$ cat src/design/ofd_pkg.sv
package ofd_pkg;

    // Register byte offsets
    localparam int ADDR_W = 6;
    localparam logic [ADDR_W-1:0] OFS_INSN = 6'h00;
    localparam logic [ADDR_W-1:0] OFS_CTRL = 6'h04;
    localparam logic [ADDR_W-1:0] OFS_WACC = 6'h08;
    localparam logic [ADDR_W-1:0] OFS_BANK = 6'h0C;
    localparam logic [ADDR_W-1:0] OFS_FLAGS = 6'h10;
    localparam logic [ADDR_W-1:0] OFS_PROD = 6'h14;
    localparam logic [ADDR_W-1:0] OFS_TPTR = 6'h18;
    localparam logic [ADDR_W-1:0] OFS_TLAT = 6'h1C;
    localparam logic [ADDR_W-1:0] OFS_OPND = 6'h20;
    localparam logic [ADDR_W-1:0] OFS_ADDR = 6'h24;
    localparam logic [ADDR_W-1:0] OFS_LIT = 6'h28;
    localparam logic [ADDR_W-1:0] OFS_TARGET = 6'h2C;
    localparam logic [ADDR_W-1:0] OFS_MOVE = 6'h30;
    localparam logic [ADDR_W-1:0] OFS_INDEX = 6'h34;
    localparam logic [ADDR_W-1:0] OFS_CYCLES = 6'h38;

    // Widths
    localparam int INSN_W = 16;
    localparam int FILE_W = 8;
    localparam int LONG_W = 12;
    localparam int LIT20_W = 20;
    localparam int TPTR_W = 21;
    localparam int ZOFS_W = 7;
    localparam int BANK_W = 4;
    localparam int BIT_W = 3;
    localparam int PTR_W = 2;
    localparam int REL11_W = 11;

    // Field positions inside an instruction word
    localparam int D_POS = 9;
    localparam int A_POS = 8;
    localparam int BIT_LSB = 9;
    localparam int PTR_LSB = 4;
    localparam int CALL_FAST_POS = 8;
    localparam int RET_FAST_POS = 0;
    localparam int LFSR_HI_W = 4;
    localparam int TAG_LSB = 12;
    localparam logic [3:0] SECOND_TAG = 4'hF;

    // Flag bit positions
    localparam int NUM_FLAGS = 5;
    localparam int FLG_C = 0;
    localparam int FLG_DC = 1;
    localparam int FLG_Z = 2;
    localparam int FLG_OV = 3;
    localparam int FLG_N = 4;

    localparam int CTRL_COND_POS = 0;
    localparam logic [BANK_W-1:0] ACCESS_BANK = 4'h0;
    localparam int OSC_PER_ICYC = 4;
    localparam int ICYC_MAX = 2;
    localparam int CNT_W = 4;
    localparam int TARGET_REL_POS = 31;

    // Opcode patterns; don't-care bits stay wildcards
    localparam logic [15:0] PAT_SECOND = 16'b1111_????_????_????;
    localparam logic [15:0] PAT_MOVFF = 16'b1100_????_????_????;
    localparam logic [15:0] PAT_CALL = 16'b1110_110?_????_????;
    localparam logic [15:0] PAT_LFSR = 16'b1110_1110_00??_????;
    localparam logic [15:0] PAT_GOTO = 16'b1110_1111_????_????;
    localparam logic [15:0] PAT_MOVSX = 16'b1110_1011_????_????;
    localparam logic [15:0] PAT_BCOND = 16'b1110_0???_????_????;
    localparam logic [15:0] PAT_BREL11 = 16'b1101_????_????_????;
    localparam logic [15:0] PAT_TBL = 16'b0000_0000_0000_1???;
    localparam logic [15:0] PAT_RET = 16'b0000_0000_0001_00??;
    localparam logic [15:0] PAT_MOVLW = 16'b0000_1110_????_????;
    localparam logic [15:0] PAT_ADDLW = 16'b0000_1111_????_????;
    localparam logic [15:0] PAT_MULLW = 16'b0000_1101_????_????;
    localparam logic [15:0] PAT_MULWF = 16'b0000_001?_????_????;
    localparam logic [15:0] PAT_CPSKIP = 16'b0110_0???_????_????;
    localparam logic [15:0] PAT_DECSZ = 16'b0010_11??_????_????;
    localparam logic [15:0] PAT_INCSZ = 16'b0011_11??_????_????;
    localparam logic [15:0] PAT_SNZ = 16'b0100_1???_????_????;
    localparam logic [15:0] PAT_BTST = 16'b101?_????_????_????;
    localparam int TBL_WR_POS = 2;
    localparam int MOVSS_POS = 7;

    typedef enum logic [1:0] {
        STEP_NONE = 2'h0,
        STEP_POST_INC = 2'h1,
        STEP_POST_DEC = 2'h2,
        STEP_PRE_INC = 2'h3
    } ofd_step_e;

    typedef struct packed {
        logic acc_bank;
        logic dest_file;
        logic [BIT_W-1:0] bit_idx;
        logic [FILE_W-1:0] file_addr;
        logic [PTR_W-1:0] ptr_sel;
        logic [LONG_W-1:0] src12;
        logic [FILE_W-1:0] lo8;
        logic [REL11_W-1:0] rel11;
        logic fast;
        ofd_step_e step;
        logic [ZOFS_W-1:0] zofs;
        logic is_second;
        logic dword_first;
        logic is_tbl;
        logic tbl_wr;
        logic skip;
        logic pc_chg;
        logic cond_br;
        logic is_rel11;
        logic is_rel8;
        logic mul_f;
        logic mul_l;
        logic movlw;
        logic addlw;
        logic is_call;
        logic is_ret;
        logic lfsr;
        logic ix_move;
    } ofd_fields_s;

endpackage : ofd_pkg

$ cat src/design/ofd_decoder.sv
// Contract
// - Access select 0 addresses the access bank, bank register ignored.
// - Access select 1 takes the bank number from the bank register.
// - Three-bit bit index picks bit 0 to 7 of a file register.
// - Destination 0 writes the accumulator, 1 writes the file register.
// - Short operand is 8-bit file address or 2-bit pointer select.
// - Register move first word carries 12-bit source address.
// - Register move second word carries 12-bit destination address.
// - Literals extracted as 8, 12 or 20 bit constants by format.
// - Table step select: none, post-increment, post-decrement, pre-increment.
// - Branch operand relative two's complement, or absolute for call/goto/return.
// - Fast select 1 saves or restores shadow copies; 0 leaves them.
// - Table pointer is 21 bits; transfers go through 8-bit latch.
// - Don't-care opcode bits are ignored; tools emit them as zero.
// - Indexed moves use 7-bit source and destination offsets.
// - Five result flags kept: carry, digit carry, zero, wrap, negative.
// - Multiply product split into high and low byte registers.
// - Second words carry ones in top four bits; alone they are no-ops.
// - One instruction cycle spans four oscillator periods.
// - One cycle normally; two on true skip or program counter change.
//
// The implementer's own choices: the placing of the registers and the Avalon-MM slave port.
`timescale 1ns/1ps
`default_nettype none

module ofd_decoder
    import ofd_pkg::*;
(
    input wire logic clk_i,
    input wire logic rst_n_i,
    input wire logic [ADDR_W-1:0] avs_address_i,
    input wire logic avs_read_i,
    input wire logic avs_write_i,
    input wire logic [31:0] avs_writedata_i,
    input wire logic [3:0] avs_byteenable_i,
    output logic [31:0] avs_readdata_o,
    output logic avs_waitrequest_o
);

    typedef enum logic [1:0] {
        ST_IDLE = 2'b01,
        ST_EXEC = 2'b10
    } ofd_state_e;

    typedef struct packed {
        ofd_state_e state;
        logic wait_r;
        logic [31:0] rdata;
        logic [CNT_W-1:0] cnt;
        logic [1:0] cycles;
        logic cond_true;
        logic [FILE_W-1:0] wacc;
        logic [BANK_W-1:0] bank;
        logic [NUM_FLAGS-1:0] flags;
        logic [FILE_W-1:0] prod_hi;
        logic [FILE_W-1:0] prod_lo;
        logic [TPTR_W-1:0] tptr;
        logic [FILE_W-1:0] tlat;
        logic [FILE_W-1:0] opnd;
        logic [INSN_W-1:0] first;
        logic [INSN_W-1:0] second;
        logic pend;
        logic [FILE_W-1:0] sh_wacc;
        logic [NUM_FLAGS-1:0] sh_flags;
        logic [BANK_W-1:0] sh_bank;
    } ofd_regs_s;

    ofd_regs_s state_reg;
    ofd_regs_s state_next;
    ofd_fields_s live_f;
    ofd_fields_s held_f;

    // Live word is decoded as it arrives; held word feeds the readouts
    ofd_field_extract u_live (
        .insn_i(avs_writedata_i[INSN_W-1:0]),
        .fields_o(live_f)
    );

    ofd_field_extract u_held (
        .insn_i(state_reg.first),
        .fields_o(held_f)
    );

    function automatic logic [31:0] be_merge(input logic [31:0] old_v,
                                             input logic [31:0] new_v,
                                             input logic [3:0] be);
        logic [31:0] m;
        m = '0;
        for (int i = 0; i < 4; i++) begin
            m[i*8 +: 8] = {8{be[i]}};
        end
        return (old_v & ~m) | (new_v & m);
    endfunction : be_merge

    logic [LONG_W-1:0] eff_addr;
    logic [TPTR_W-1:0] target;
    logic [LIT20_W-1:0] lit_val;
    logic [31:0] rd_mux;
    logic [31:0] wr_val;
    logic [8:0] sum9;
    logic [4:0] hsum;
    logic [7:0] add_res;
    logic [15:0] prod;
    logic [FILE_W-1:0] mul_b;
    logic [1:0] ncyc;
    logic [LONG_W-1:0] second_low;

    always_comb begin
        second_low = state_reg.second[LONG_W-1:0];
        // Access bank bypasses the bank register entirely
        if (held_f.acc_bank) begin
            eff_addr = {ACCESS_BANK, held_f.file_addr};
        end else begin
            eff_addr = {state_reg.bank, held_f.file_addr};
        end
        if (held_f.is_rel11) begin
            target = TPTR_W'($signed(held_f.rel11));
        end else if (held_f.is_rel8) begin
            target = TPTR_W'($signed(held_f.lo8));
        end else begin
            target = TPTR_W'({second_low, held_f.lo8});
        end
        // Literal width follows the format of the held word
        if (held_f.lfsr) begin
            lit_val = LIT20_W'({held_f.file_addr[LFSR_HI_W-1:0],
                                state_reg.second[FILE_W-1:0]});
        end else if (held_f.dword_first) begin
            lit_val = {second_low, held_f.lo8};
        end else begin
            lit_val = LIT20_W'(held_f.lo8);
        end
    end

    always_comb begin
        wr_val = '0;
        unique case (avs_address_i)
            OFS_INSN: rd_mux = 32'(state_reg.first);
            OFS_CTRL: rd_mux = 32'(state_reg.cond_true);
            OFS_WACC: rd_mux = 32'(state_reg.wacc);
            OFS_BANK: rd_mux = 32'(state_reg.bank);
            OFS_FLAGS: rd_mux = 32'(state_reg.flags);
            OFS_PROD: rd_mux = 32'({state_reg.prod_hi, state_reg.prod_lo});
            OFS_TPTR: rd_mux = 32'(state_reg.tptr);
            OFS_TLAT: rd_mux = 32'(state_reg.tlat);
            OFS_OPND: rd_mux = 32'(state_reg.opnd);
            OFS_ADDR: rd_mux = 32'({state_reg.pend, held_f.fast, held_f.step,
                                    held_f.ptr_sel, held_f.dest_file,
                                    held_f.bit_idx, eff_addr});
            OFS_LIT: rd_mux = 32'(lit_val);
            OFS_TARGET: rd_mux = {(held_f.is_rel11 | held_f.is_rel8),
                                  10'h000, target};
            // Destination is the low 12 bits of any held second word, move or not; top tag is dropped
            OFS_MOVE: rd_mux = 32'({second_low, held_f.src12});
            OFS_INDEX: rd_mux = 32'({state_reg.second[ZOFS_W-1:0],
                                     1'b0, held_f.zofs});
            OFS_CYCLES: rd_mux = 32'(state_reg.cycles);
            default: rd_mux = '0;
        endcase
        wr_val = be_merge(rd_mux, avs_writedata_i, avs_byteenable_i);
    end

    always_comb begin
        mul_b = live_f.mul_l ? live_f.lo8 : state_reg.opnd;
        prod = 16'(state_reg.wacc) * 16'(mul_b);
        sum9 = {1'b0, state_reg.wacc} + {1'b0, live_f.lo8};
        hsum = {1'b0, state_reg.wacc[3:0]} + {1'b0, live_f.lo8[3:0]};
        add_res = sum9[7:0];
        // Extra cycle only when a skip is taken or the counter moves
        if ((live_f.skip || live_f.cond_br) && state_reg.cond_true) begin
            ncyc = 2'd2;
        end else if (live_f.pc_chg) begin
            ncyc = 2'd2;
        end else begin
            ncyc = 2'd1;
        end
    end

    always_comb begin
        state_next = state_reg;
        state_next.wait_r = 1'b1;
        // Read data stand only in the answer cycle
        state_next.rdata = '0;
        unique case (state_reg.state)
            ST_IDLE: begin
                // Wait low lasts one cycle, then the held request is not retaken
                if ((avs_read_i || avs_write_i) && state_reg.wait_r) begin
                    if (avs_write_i && avs_address_i == OFS_INSN) begin
                        state_next.state = ST_EXEC;
                        if (state_reg.pend && live_f.is_second) begin
                            state_next.second = avs_writedata_i[INSN_W-1:0];
                            state_next.pend = 1'b0;
                            state_next.cycles = 2'd1;
                            if (held_f.is_call && held_f.fast) begin
                                state_next.sh_wacc = state_reg.wacc;
                                state_next.sh_flags = state_reg.flags;
                                state_next.sh_bank = state_reg.bank;
                            end
                        end else begin
                            state_next.first = avs_writedata_i[INSN_W-1:0];
                            state_next.second = '0;
                            state_next.pend = live_f.dword_first;
                            state_next.cycles = ncyc;
                            // A lone second word falls through every action
                            if (live_f.movlw) begin
                                state_next.wacc = live_f.lo8;
                            end
                            if (live_f.addlw) begin
                                state_next.wacc = add_res;
                                state_next.flags[FLG_C] = sum9[8];
                                state_next.flags[FLG_DC] = hsum[4];
                                state_next.flags[FLG_Z] = (add_res == 8'h00);
                                state_next.flags[FLG_N] = add_res[7];
                                state_next.flags[FLG_OV] =
                                    (state_reg.wacc[7] == live_f.lo8[7]) &&
                                    (add_res[7] != state_reg.wacc[7]);
                            end
                            if (live_f.mul_l || live_f.mul_f) begin
                                state_next.prod_hi = prod[15:8];
                                state_next.prod_lo = prod[7:0];
                            end
                            if (live_f.is_tbl) begin
                                unique case (live_f.step)
                                    STEP_NONE: state_next.tptr = state_reg.tptr;
                                    STEP_POST_INC: state_next.tptr = state_reg.tptr + 1'b1;
                                    STEP_POST_DEC: state_next.tptr = state_reg.tptr - 1'b1;
                                    STEP_PRE_INC: state_next.tptr = state_reg.tptr + 1'b1;
                                endcase
                                // Program byte stand-in passes through the latch
                                if (!live_f.tbl_wr) begin
                                    state_next.tlat = state_reg.opnd;
                                end
                            end
                            if (live_f.is_ret && live_f.fast) begin
                                state_next.wacc = state_reg.sh_wacc;
                                state_next.flags = state_reg.sh_flags;
                                state_next.bank = state_reg.sh_bank;
                            end
                        end
                        // One countdown over all cycles keeps the cycle readback intact
                        state_next.cnt = CNT_W'(OSC_PER_ICYC * int'(state_next.cycles) - 1);
                    end else begin
                        state_next.wait_r = 1'b0;
                        state_next.rdata = avs_read_i ? rd_mux : '0;
                        if (avs_write_i) begin
                            unique case (avs_address_i)
                                OFS_CTRL: state_next.cond_true = wr_val[CTRL_COND_POS];
                                OFS_WACC: state_next.wacc = wr_val[FILE_W-1:0];
                                OFS_BANK: state_next.bank = wr_val[BANK_W-1:0];
                                OFS_FLAGS: state_next.flags = wr_val[NUM_FLAGS-1:0];
                                OFS_TPTR: state_next.tptr = wr_val[TPTR_W-1:0];
                                OFS_TLAT: state_next.tlat = wr_val[FILE_W-1:0];
                                OFS_OPND: state_next.opnd = wr_val[FILE_W-1:0];
                                default: state_next.opnd = state_reg.opnd;
                            endcase
                        end
                    end
                end
            end
            ST_EXEC: begin
                // Answer only after all instruction cycles have elapsed
                if (state_reg.cnt != '0) begin
                    state_next.cnt = state_reg.cnt - 1'b1;
                end else begin
                    state_next.state = ST_IDLE;
                    state_next.wait_r = 1'b0;
                end
            end
        endcase
    end

    always_ff @(posedge clk_i) begin
        if (!rst_n_i) begin
            state_reg <= '{state: ST_IDLE, wait_r: 1'b1, cycles: 2'd1, default: '0};
        end else begin
            state_reg <= state_next;
        end
    end

    assign avs_readdata_o = state_reg.rdata;
    assign avs_waitrequest_o = state_reg.wait_r;

endmodule : ofd_decoder

`default_nettype wire

$ cat src/design/ofd_field_extract.sv
`timescale 1ns/1ps
`default_nettype none

module ofd_field_extract
    import ofd_pkg::*;
(
    input wire logic [INSN_W-1:0] insn_i,
    output ofd_fields_s fields_o
);

    always_comb begin
        fields_o = '0;
        fields_o.acc_bank = ~insn_i[A_POS];
        fields_o.dest_file = insn_i[D_POS];
        fields_o.bit_idx = insn_i[BIT_LSB +: BIT_W];
        fields_o.file_addr = insn_i[FILE_W-1:0];
        fields_o.ptr_sel = insn_i[PTR_LSB +: PTR_W];
        fields_o.src12 = insn_i[LONG_W-1:0];
        fields_o.lo8 = insn_i[FILE_W-1:0];
        fields_o.rel11 = insn_i[REL11_W-1:0];
        fields_o.step = ofd_step_e'(insn_i[1:0]);
        fields_o.zofs = insn_i[ZOFS_W-1:0];
        fields_o.tbl_wr = insn_i[TBL_WR_POS];
        // Wildcard match so don't-care bits never change the class
        casez (insn_i)
            PAT_SECOND: fields_o.is_second = 1'b1;
            PAT_MOVFF: fields_o.dword_first = 1'b1;
            PAT_CALL: begin
                fields_o.dword_first = 1'b1;
                fields_o.is_call = 1'b1;
                fields_o.fast = insn_i[CALL_FAST_POS];
            end
            PAT_LFSR: begin
                fields_o.dword_first = 1'b1;
                fields_o.lfsr = 1'b1;
            end
            PAT_GOTO: fields_o.dword_first = 1'b1;
            PAT_MOVSX: begin
                fields_o.dword_first = 1'b1;
                fields_o.ix_move = 1'b1;
            end
            PAT_BCOND: begin
                fields_o.cond_br = 1'b1;
                fields_o.is_rel8 = 1'b1;
            end
            PAT_BREL11: begin
                fields_o.pc_chg = 1'b1;
                fields_o.is_rel11 = 1'b1;
            end
            PAT_TBL: fields_o.is_tbl = 1'b1;
            PAT_RET: begin
                fields_o.pc_chg = 1'b1;
                fields_o.is_ret = 1'b1;
                fields_o.fast = insn_i[RET_FAST_POS];
            end
            PAT_MOVLW: fields_o.movlw = 1'b1;
            PAT_ADDLW: fields_o.addlw = 1'b1;
            PAT_MULLW: fields_o.mul_l = 1'b1;
            PAT_MULWF: fields_o.mul_f = 1'b1;
            PAT_CPSKIP, PAT_DECSZ, PAT_INCSZ, PAT_SNZ, PAT_BTST: fields_o.skip = 1'b1;
            default: fields_o.skip = 1'b0;
        endcase
    end

endmodule : ofd_field_extract

`default_nettype wire

$ cat config.mk
export PLATFORM = sky130hd
export DESIGN_NAME = ofd_decoder
export DESIGN_NICKNAME = d
export VERILOG_FILES = /design/src/design/ofd_pkg.sv /design/src/design/ofd_decoder.sv /design/src/design/ofd_field_extract.sv
export SDC_FILE = /design/constraint.sdc
export NUM_CORES = 1
export LEC_CHECK = 0
export BUFFER_PORTS_ARGS = -buffer_cell sky130_fd_sc_hd__buf_2
export CAP_MARGIN = 20
export CORE_AREA = 5 5 153 155
export CTS_CLUSTER_DIAMETER = 150
export DETAILED_ROUTE_END_ITERATION = 16
export DIE_AREA = 0 0 158 160
export GPL_TIMING_DRIVEN = 0
export HOLD_SLACK_MARGIN = 0.08
export PLACE_DENSITY = 0.81
export REMOVE_ABC_BUFFERS = 1
export SETUP_SLACK_MARGIN = 0.05
export SLEW_MARGIN = 20
export SYNTH_ARGS = -nofsm -noshare
export SYNTH_HDL_FRONTEND = slang
export SYNTH_HIERARCHICAL = 1
export SYNTH_SLANG_ARGS = --single-unit
$ cat constraint.sdc
create_clock -name clk_i -period 11.3 [get_ports clk_i]
set_clock_uncertainty 0.2 [all_clocks]
set_input_delay 1.13 -clock clk_i [delete_from_list [all_inputs] [get_ports clk_i]]
set_output_delay 1.13 -clock clk_i [all_outputs]
set_load 0.01 [all_outputs]
=== After elaboration in Yosys (flattened, before gate mapping) ===
Index checks and enable logic that the tools add are counted.

* $add $sub $neg: 6
* Reduce and logical (&&, ||, !) cells: 39
* $mul: 1
* Multiplexer cells: 68
* Eq/ne operators: 59
* Bitwise gates (word level): 11

{| class="wikitable"
|+ Operators with widths
! operator !! number
|-
| $pmux 32 s15 || 1
|-
| $mux 162 || 1
|-
| $mux 17 || 5
|-
| $mux 8 || 8
|-
| $mux 21 || 3
|-
| $mux 62 || 1
|-
| $mux 29 || 2
|-
| $mux 50 || 1
|-
| $mux 16 || 3
|-
| $and 21x21->21 || 2
|-
| $eq 6x6->1 const B || 7
|-
| $pmux 21 s2 || 1
|-
| $mux 20 || 2
|-
| $mux 37 || 1
|-
| $mux 33 || 1
|-
| $eq 8x8->1 const B || 4
|-
| $mux 32 || 1
|-
| $eq 14x3->1 const B || 2
|-
| $eq 6x4->1 const B || 4
|-
| $eq 6x5->1 const B || 4
|-
| $eq 8x4->1 const B || 3
|-
| $add 21x1->21 const B || 1
|-
| $not 21->21 || 1
|-
| $or 21x21->21 || 1
|-
| 49 further kinds || 124
|}

* Input port bits: 46
* Flip-flop bits (word level): 162
* Output and inout port bits: 33
* Word-level logic and storage cells: 204

=== Logic depth before layout (Yosys ltp) ===
Gate-level depths: netlist (run 1).

* Depth after elaboration: 14
* Gate-level depth with buffers: 22
* Depth with buffers taken out: 21

=== By module ===
Netlist (run 1), hierarchy kept.

{| class="wikitable"
|+ Modules (own cells, without submodules)
! module !! cells an instance !! sequential area each (um^2) !! area each (um^2) !! times used
|-
| ofd_decoder || 1463 || 3022.9 || 11493.5 || 1
|-
| ofd_field_extract || 101 || 0.0 || 684.4 || 2
|}

=== Worst setup path after synthesis (run 1) ===
OpenSTA, ideal clock, no wires.

* Kind: input to register
* Start: input port avs_writedata_i[15]
* End: register state_reg[102] (netlist name)
* Path buffers: 2
* Path slack: 4.549 ns
* Data arrival time: 6.461 ns
* Data required time: 11.009 ns
* Stages: 21
* Path through: or4_1 -> buf_2 -> nor2_1 -> clkbuf_1 -> mux2i_1 -> nand2b_1 -> fa_1 -> fa_1 -> inv_1 -> fa_1 -> inv_1 -> fa_1 -> inv_1 -> ha_1 -> o21a_1 -> o31a_1 -> o211ai_1 -> a21oi_1 -> nor4_1 -> or3_1 -> a311oi_1

{| class="wikitable"
|+ RTL lines
! item !! line !! text
|-
| from (decl) || ofd_decoder.sv:34 || <nowiki>input wire logic [31:0] avs_writedata_i,</nowiki>
|-
| to (signal assigned) || ofd_decoder.sv:275 || <nowiki>state_reg <= state_next;</nowiki>
|-
| to (decl) || ofd_decoder.sv:68 || <nowiki>ofd_regs_s state_reg;</nowiki>
|}

==> results of run 1 <==
## area by class of cell
type,count,area (µm²),share of cell area [%]
inverters,75,284,2.23
clock inverters,14,161,1.27
flip-flops and latches,151,3020,23.7
multi-input cells,1186,8070,63.3
clock buffers,18,439,3.44
well taps,280,350,2.75
repair buffers,70,424,3.33
## power breakdown
group	switching, mW	internal [mW]	leakage [nW]	total, mW
sequential	0.00415	0.534	1.22	0.538
combinational	0.0788	0.0305	3.48	0.109
clock	0.253	0.338	0.289	0.591
total	0.336	0.902	4.98	1.24
## tightest hold or removal path, delay by kind of cell (launching register included)
family	cells	cell delay (ns)
simple gates	1	0.05
flops	1	0.31
compound gates	1	0.05
## path summary, 6_finish.rpt
path	startpoint	to	slack, ns	depth (start not counted)
max reg2reg	state_reg[54]	state_reg[102]	5.82	17
max	avs_writedata_i[15]	state_reg[102]	3.86	21
min	state_reg[87]	state_reg[87]	0.25	2
min reg2reg	state_reg[87]	state_reg[87]	0.25	2
## layer usage
metal | track usage, % | up-vias
li1 | - | 5408
met1 | 42.5 | 5587
met2 | 46.8 | 774
met3 | 8.12 | 180
met4 | 16.0 | 0
met5 | 0 | -
## stage by stage
stage	area, µm²	cells	hold WS [ns]
global placement	11900	1751	0.240
CTS	12700	1792	0.253
global route	12700	1794	0.271
floorplan	11300	1412	0.227
detailed placement	12100	1760	0.243
finish	12700	1794	0.252
## cells in the final DEF, fill, tap and decap left out, types with 5 or more instances in the layout
master and instances:
conb_1 7, nand4_1 11, nor2_1 97, a211oi_1 23, o21a_1 11, mux2_2 10, o211ai_1 14, nor3_1 32
o2111ai_1 5, or3_1 12, a221o_1 11, fa_1 38, and3_1 18, dfxtp_1 151, buf_2 61, nand2_1 199
nor4_1 10, nor2_2 8, nand3_1 57, or4_1 9, inv_1 74, nand2b_1 19, nor4b_1 5, nor2b_1 52
and2_1 17, a21o_1 14, xor2_1 8, clkbuf_16 17, a31oi_1 33, mux2i_1 30, xnor2_1 11, o21ai_0 98
o31ai_1 6, a21oi_1 121, a221oi_1 7, a211o_1 6, a22oi_1 16, o211a_1 5, a222oi_1 6, ha_1 65
==> reports/metrics.csv, run 1 <==
metric;value;unit
Crit Path Class;in -> reg;
setup bufs post-CTS;0;
Slew Viols, Final;0;
final WL;40600;µm
outcome;finished, final reports clean;
total grt overflow;0;
Total Power;1.24;mW
first-pass GRT wire length;63100;µm
CP arrival;7.59;ns
synth warn;6;
CP endpoint kind;flop;
CP top delay family;adder cells;
Site Rows;54;
slowest cell on the critical path;mux2i_1;
layout cells sized above 1;10.2;%
CP max stage delay;0.79;ns
number of global-route vias before repair;11500;
Starting DRT DRC Count;1617;
Post-route DRC;0;
setup tns final;0;ns
Req. time, crit path;11.45;ns
Hold Fails Final Rpt;0;
fmax;0.134;GHz
DRT Pass-1 Iters;6;
post-layout util;58.8;%
Leak;4.98;nW
Horiz. Die Dim;158;µm
Layout fillers;1908;
max-cap check violation count;0;
nets@finish;1650;
routed vias;11900;
ant diodes;0;
Antenna Nets Post-Route;0;
top routing layer in use;met4;
initial antenna violation count;0;
WL met1;16000;µm
vias per inst;6.66;
cells after synthesis;1594;
max reg flops;113;
port bufs;59;
H-tree depth;4;
post-CTS sizing;0;
Placement Setup Slack;3.21;ns
core area;21700;µm²
CTS root buf;clkbuf_16;
Worst Setup Slack, final;3.86;ns
Slew @ Worst Pin;1.16;ns
met3 wire length;4830;µm
gpl congestion;1.02;
Die H;160;µm
pwr/cell area;97.1;nW/µm²
DP Wirelength;29300;µm
Critical Path Start Type;primary input;
cell mode on critical path;fa_1;
Max transition margin;22.6;%
Post-Syn Area;12400;µm²
global-route usage over all layers;31.6;%
Final Cycle Share;65.9;%
minimum clock period;7.44;ns
Initial Util;57.1;%
Layout area overhead;2.93;%
CTS tree;done;
worst vdd ir;0.0914;mV
Hold Path Class;reg -> reg;
CTS Hold Bufs;0;
WL met2;17400;µm
pin count of the biggest net entering global routing;58;
worst-skew pair later-pin latency;0.44;ns
CTS buffer count;17;
synthesized area per cell;7.77;µm²
RSZ-0062 raised after global routing;false;
Clock Sinks;151;
clock tree buffer depth;2;
worst path cell trace;buf_2 -> or4_1 -> nor2_1 -> buf_4 -> mux2i_1 -> nand2b_1 -> fa_1 -> fa_1 -> inv_1 -> fa_1 -> inv_1 -> fa_1 -> inv_1 -> ha_1 -> o21a_1 -> o31a_1 -> o211ai_1 -> a21oi_1 -> nor4_1 -> or3_1 -> a311oi_1;
Boundary Pins;79;
CP Max Fanout;8;
setup violators final;0;
die area;25300;µm²
Reg clk slew, reported paths;0.07;ns
mean routed wirelength per cell;22.6;µm
Buffers & Inverters on Critical Path;5;
Power figures use the tool's default switching activity.
==> inputs of run 2 (changes only) <==
CORE_AREA = 5 5 157 159   (was 5 5 153 155)
DIE_AREA = 0 0 162 164   (was 0 0 158 160)
PLACE_DENSITY = 0.8   (was 0.81)
clock period = 6.12 ns   (was 11.3 ns; I/O delays follow)
==> run 2 against run 1 <==
Effect of this change:
- wire length decreased by 0.73%
- final cell count increased by 1.0%
- via count shrank 0.44%
- sequential share of layout area decreased by 0.40 points
- register-to-register slack worse by 4.7 ns
- largest cell class unchanged
- highest routed layer unchanged
==> reports/metrics.csv, run 2 (synthesized netlist as in run 1, its figures left out) <==
metric;value;unit
minimum clock period;5.87;ns
Final Cycle Share;95.9;%
Boundary Pins;79;
CTS tree;done;
DRT Pass-1 Iters;9;
max-cap check violation count;0;
GR Util met2;45.3;%
outcome;finished, final reports clean;
worst r2r dst;state_reg[102];
reg2reg path depth;16;
most frequent cells in the layout;nand2_1, dfxtp_1, a21oi_1;
Crit Path Class;in -> reg;
Leak;5.05;nW
pin count of the biggest net entering global routing;58;
met3 usage in global routing;6.35;%
port bufs;59;
Slew @ Worst Pin;1.24;ns
Reg clk slew, reported paths;0.07;ns
DP Wirelength;29100;µm
slowest cell on the critical path;or4_4;
final WL;40300;µm
worst vdd ir;0.173;mV
r2r setup slk;1.09;ns
CP arrival;6.02;ns
fmax;0.170;GHz
Hold Startpoint;state_reg[87];
total grt overflow;0;
met1 Resource Use GR;41.9;%
Initial Util;53.6;%
dpl cell area;12100;µm²
first-pass GRT wire length;62900;µm
Starting DRT DRC Count;1740;
die area;26600;µm²
Req. time, crit path;6.27;ns
Critical Path Start Type;primary input;
Antenna Nets Post-Route;0;
max reg flops;113;
Layout fillers;2115;
busiest metal layer after global routing;met2;
Post-route DRC;0;
Site Rows;56;
layout cells sized above 1;11.3;%
nets@finish;1657;
CTS Hold Bufs;0;
worst path cell trace;buf_2 -> or4_4 -> nor2_4 -> buf_12 -> mux2i_4 -> buf_4 -> nor2b_1 -> fa_1 -> fa_1 -> inv_1 -> fa_1 -> fa_1 -> inv_1 -> ha_1 -> o21a_1 -> o31a_1 -> o211ai_1 -> a21oi_2 -> nor4_2 -> o21ai_0 -> a311oi_1;
mean routed wirelength per cell;22.2;µm
pwr/cell area;182;nW/µm²
Layout area overhead;4.69;%
vias per inst;6.57;
Horiz. Die Dim;162;µm
Hold Path Stages;2;
core area;23100;µm²
cell mode on critical path;fa_1;
CP endpoint kind;flop;
worst-skew pair later-pin latency;0.44;ns
most common cell after layout, fill and taps aside;nand2_1;
R2R Path Start;state_reg[113];
CP max stage delay;0.59;ns
Hold Fails Final Rpt;0;
initial antenna violation count;2;
number of global-route vias before repair;11300;
setup tns final;0;ns
finished layout cell area;13000;µm²
gpl congestion;1.02;
clock tree buffer depth;2;
RSZ-0062 raised after global routing;false;
CP Max Fanout;9;
routed vias;11900;
Die H;164;µm
setup violators final;0;
Clock Sinks;151;
CTS root buf;clkbuf_16;
H-tree depth;4;
Hold Path Class;reg -> reg;
Worst Hold Endpoint;state_reg[87];
Slew Viols, Final;0;
CTS buffer count;17;
global-route usage over all layers;30.0;%
Max transition margin;17.0;%
-- run 2: worst max-delay path by stage --
stage,endpoint,start
after detailed placement,state_reg[102],avs_writedata_i[15]
final,state_reg[102],avs_writedata_i[12]
after global routing,state_reg[102],avs_writedata_i[12]
after CTS,state_reg[102],avs_writedata_i[15]
after floorplan,state_reg[102],avs_writedata_i[15]
after global placement,state_reg[102],avs_writedata_i[15]
-- run 2: per-stage QoR --
| stage | setup slack [ns] | total power, mW | utilization (%) | cells | hold WS [ns] |
|---|---|---|---|---|---|
| final | 0.254 | 2.36 | 56.1 | 1812 | 0.256 |
| after global routing | 0.0408 | 2.42 | 56.1 | 1812 | 0.272 |
| after CTS | 0.103 | 2.35 | 55.6 | 1803 | 0.252 |
| after detailed placement | -1.30 | 1.21 | 52.5 | 1769 | 0.243 |
| after global placement | -1.24 | 1.20 | 51.7 | 1761 | 0.242 |
| after floorplan | -0.212 | 1.11 | - | 1412 | 0.227 |
-- run 2: final cells by class --
cell class	instances	area, µm²	area share, %
timing repair buffer	77	498	3.84
sequential	151	3020	23.3
antenna	1	2.50	0.0193
clock buffer	17	425	3.28
inverter	75	284	2.19
clock inverter	15	216	1.67
tap	290	363	2.80
multi-input combinational	1186	8160	62.9
-- run 2: power breakdown --
group | leakage [nW] | switching [mW] | internal, mW
registers | 1.22 | 0.00794 | 0.986
clock network | 0.306 | 0.470 | 0.694
logic | 3.53 | 0.147 | 0.0577
-- run 2: what timing repair did --
action                     4_1_cts  5_1_grt
resized for setup                8        6
gates cloned                     0        0
setup endpoints to repair        9        4
buffers inserted                 2        8
hold endpoints to repair         0        0
pin swaps                        1        3
-- run 2: worst max-delay path, delay by kind of cell --
family          cells  cell delay [ns]
fa+ha+maj           5             2.20
buf+inv             5             0.59
compound gates      6             1.17
simple gates        4             1.05
mux                 1             0.35
-- run 2: metal layers --
metal | share of wire [%] | up-vias | wire, µm
met5 | 0 | - | 0
met4 | 4.2 | 0 | 1680
met1 | 41 | 5589 | 16500
met2 | 44 | 737 | 17600
met3 | 11 | 134 | 4630
li1 | - | 5437 | -
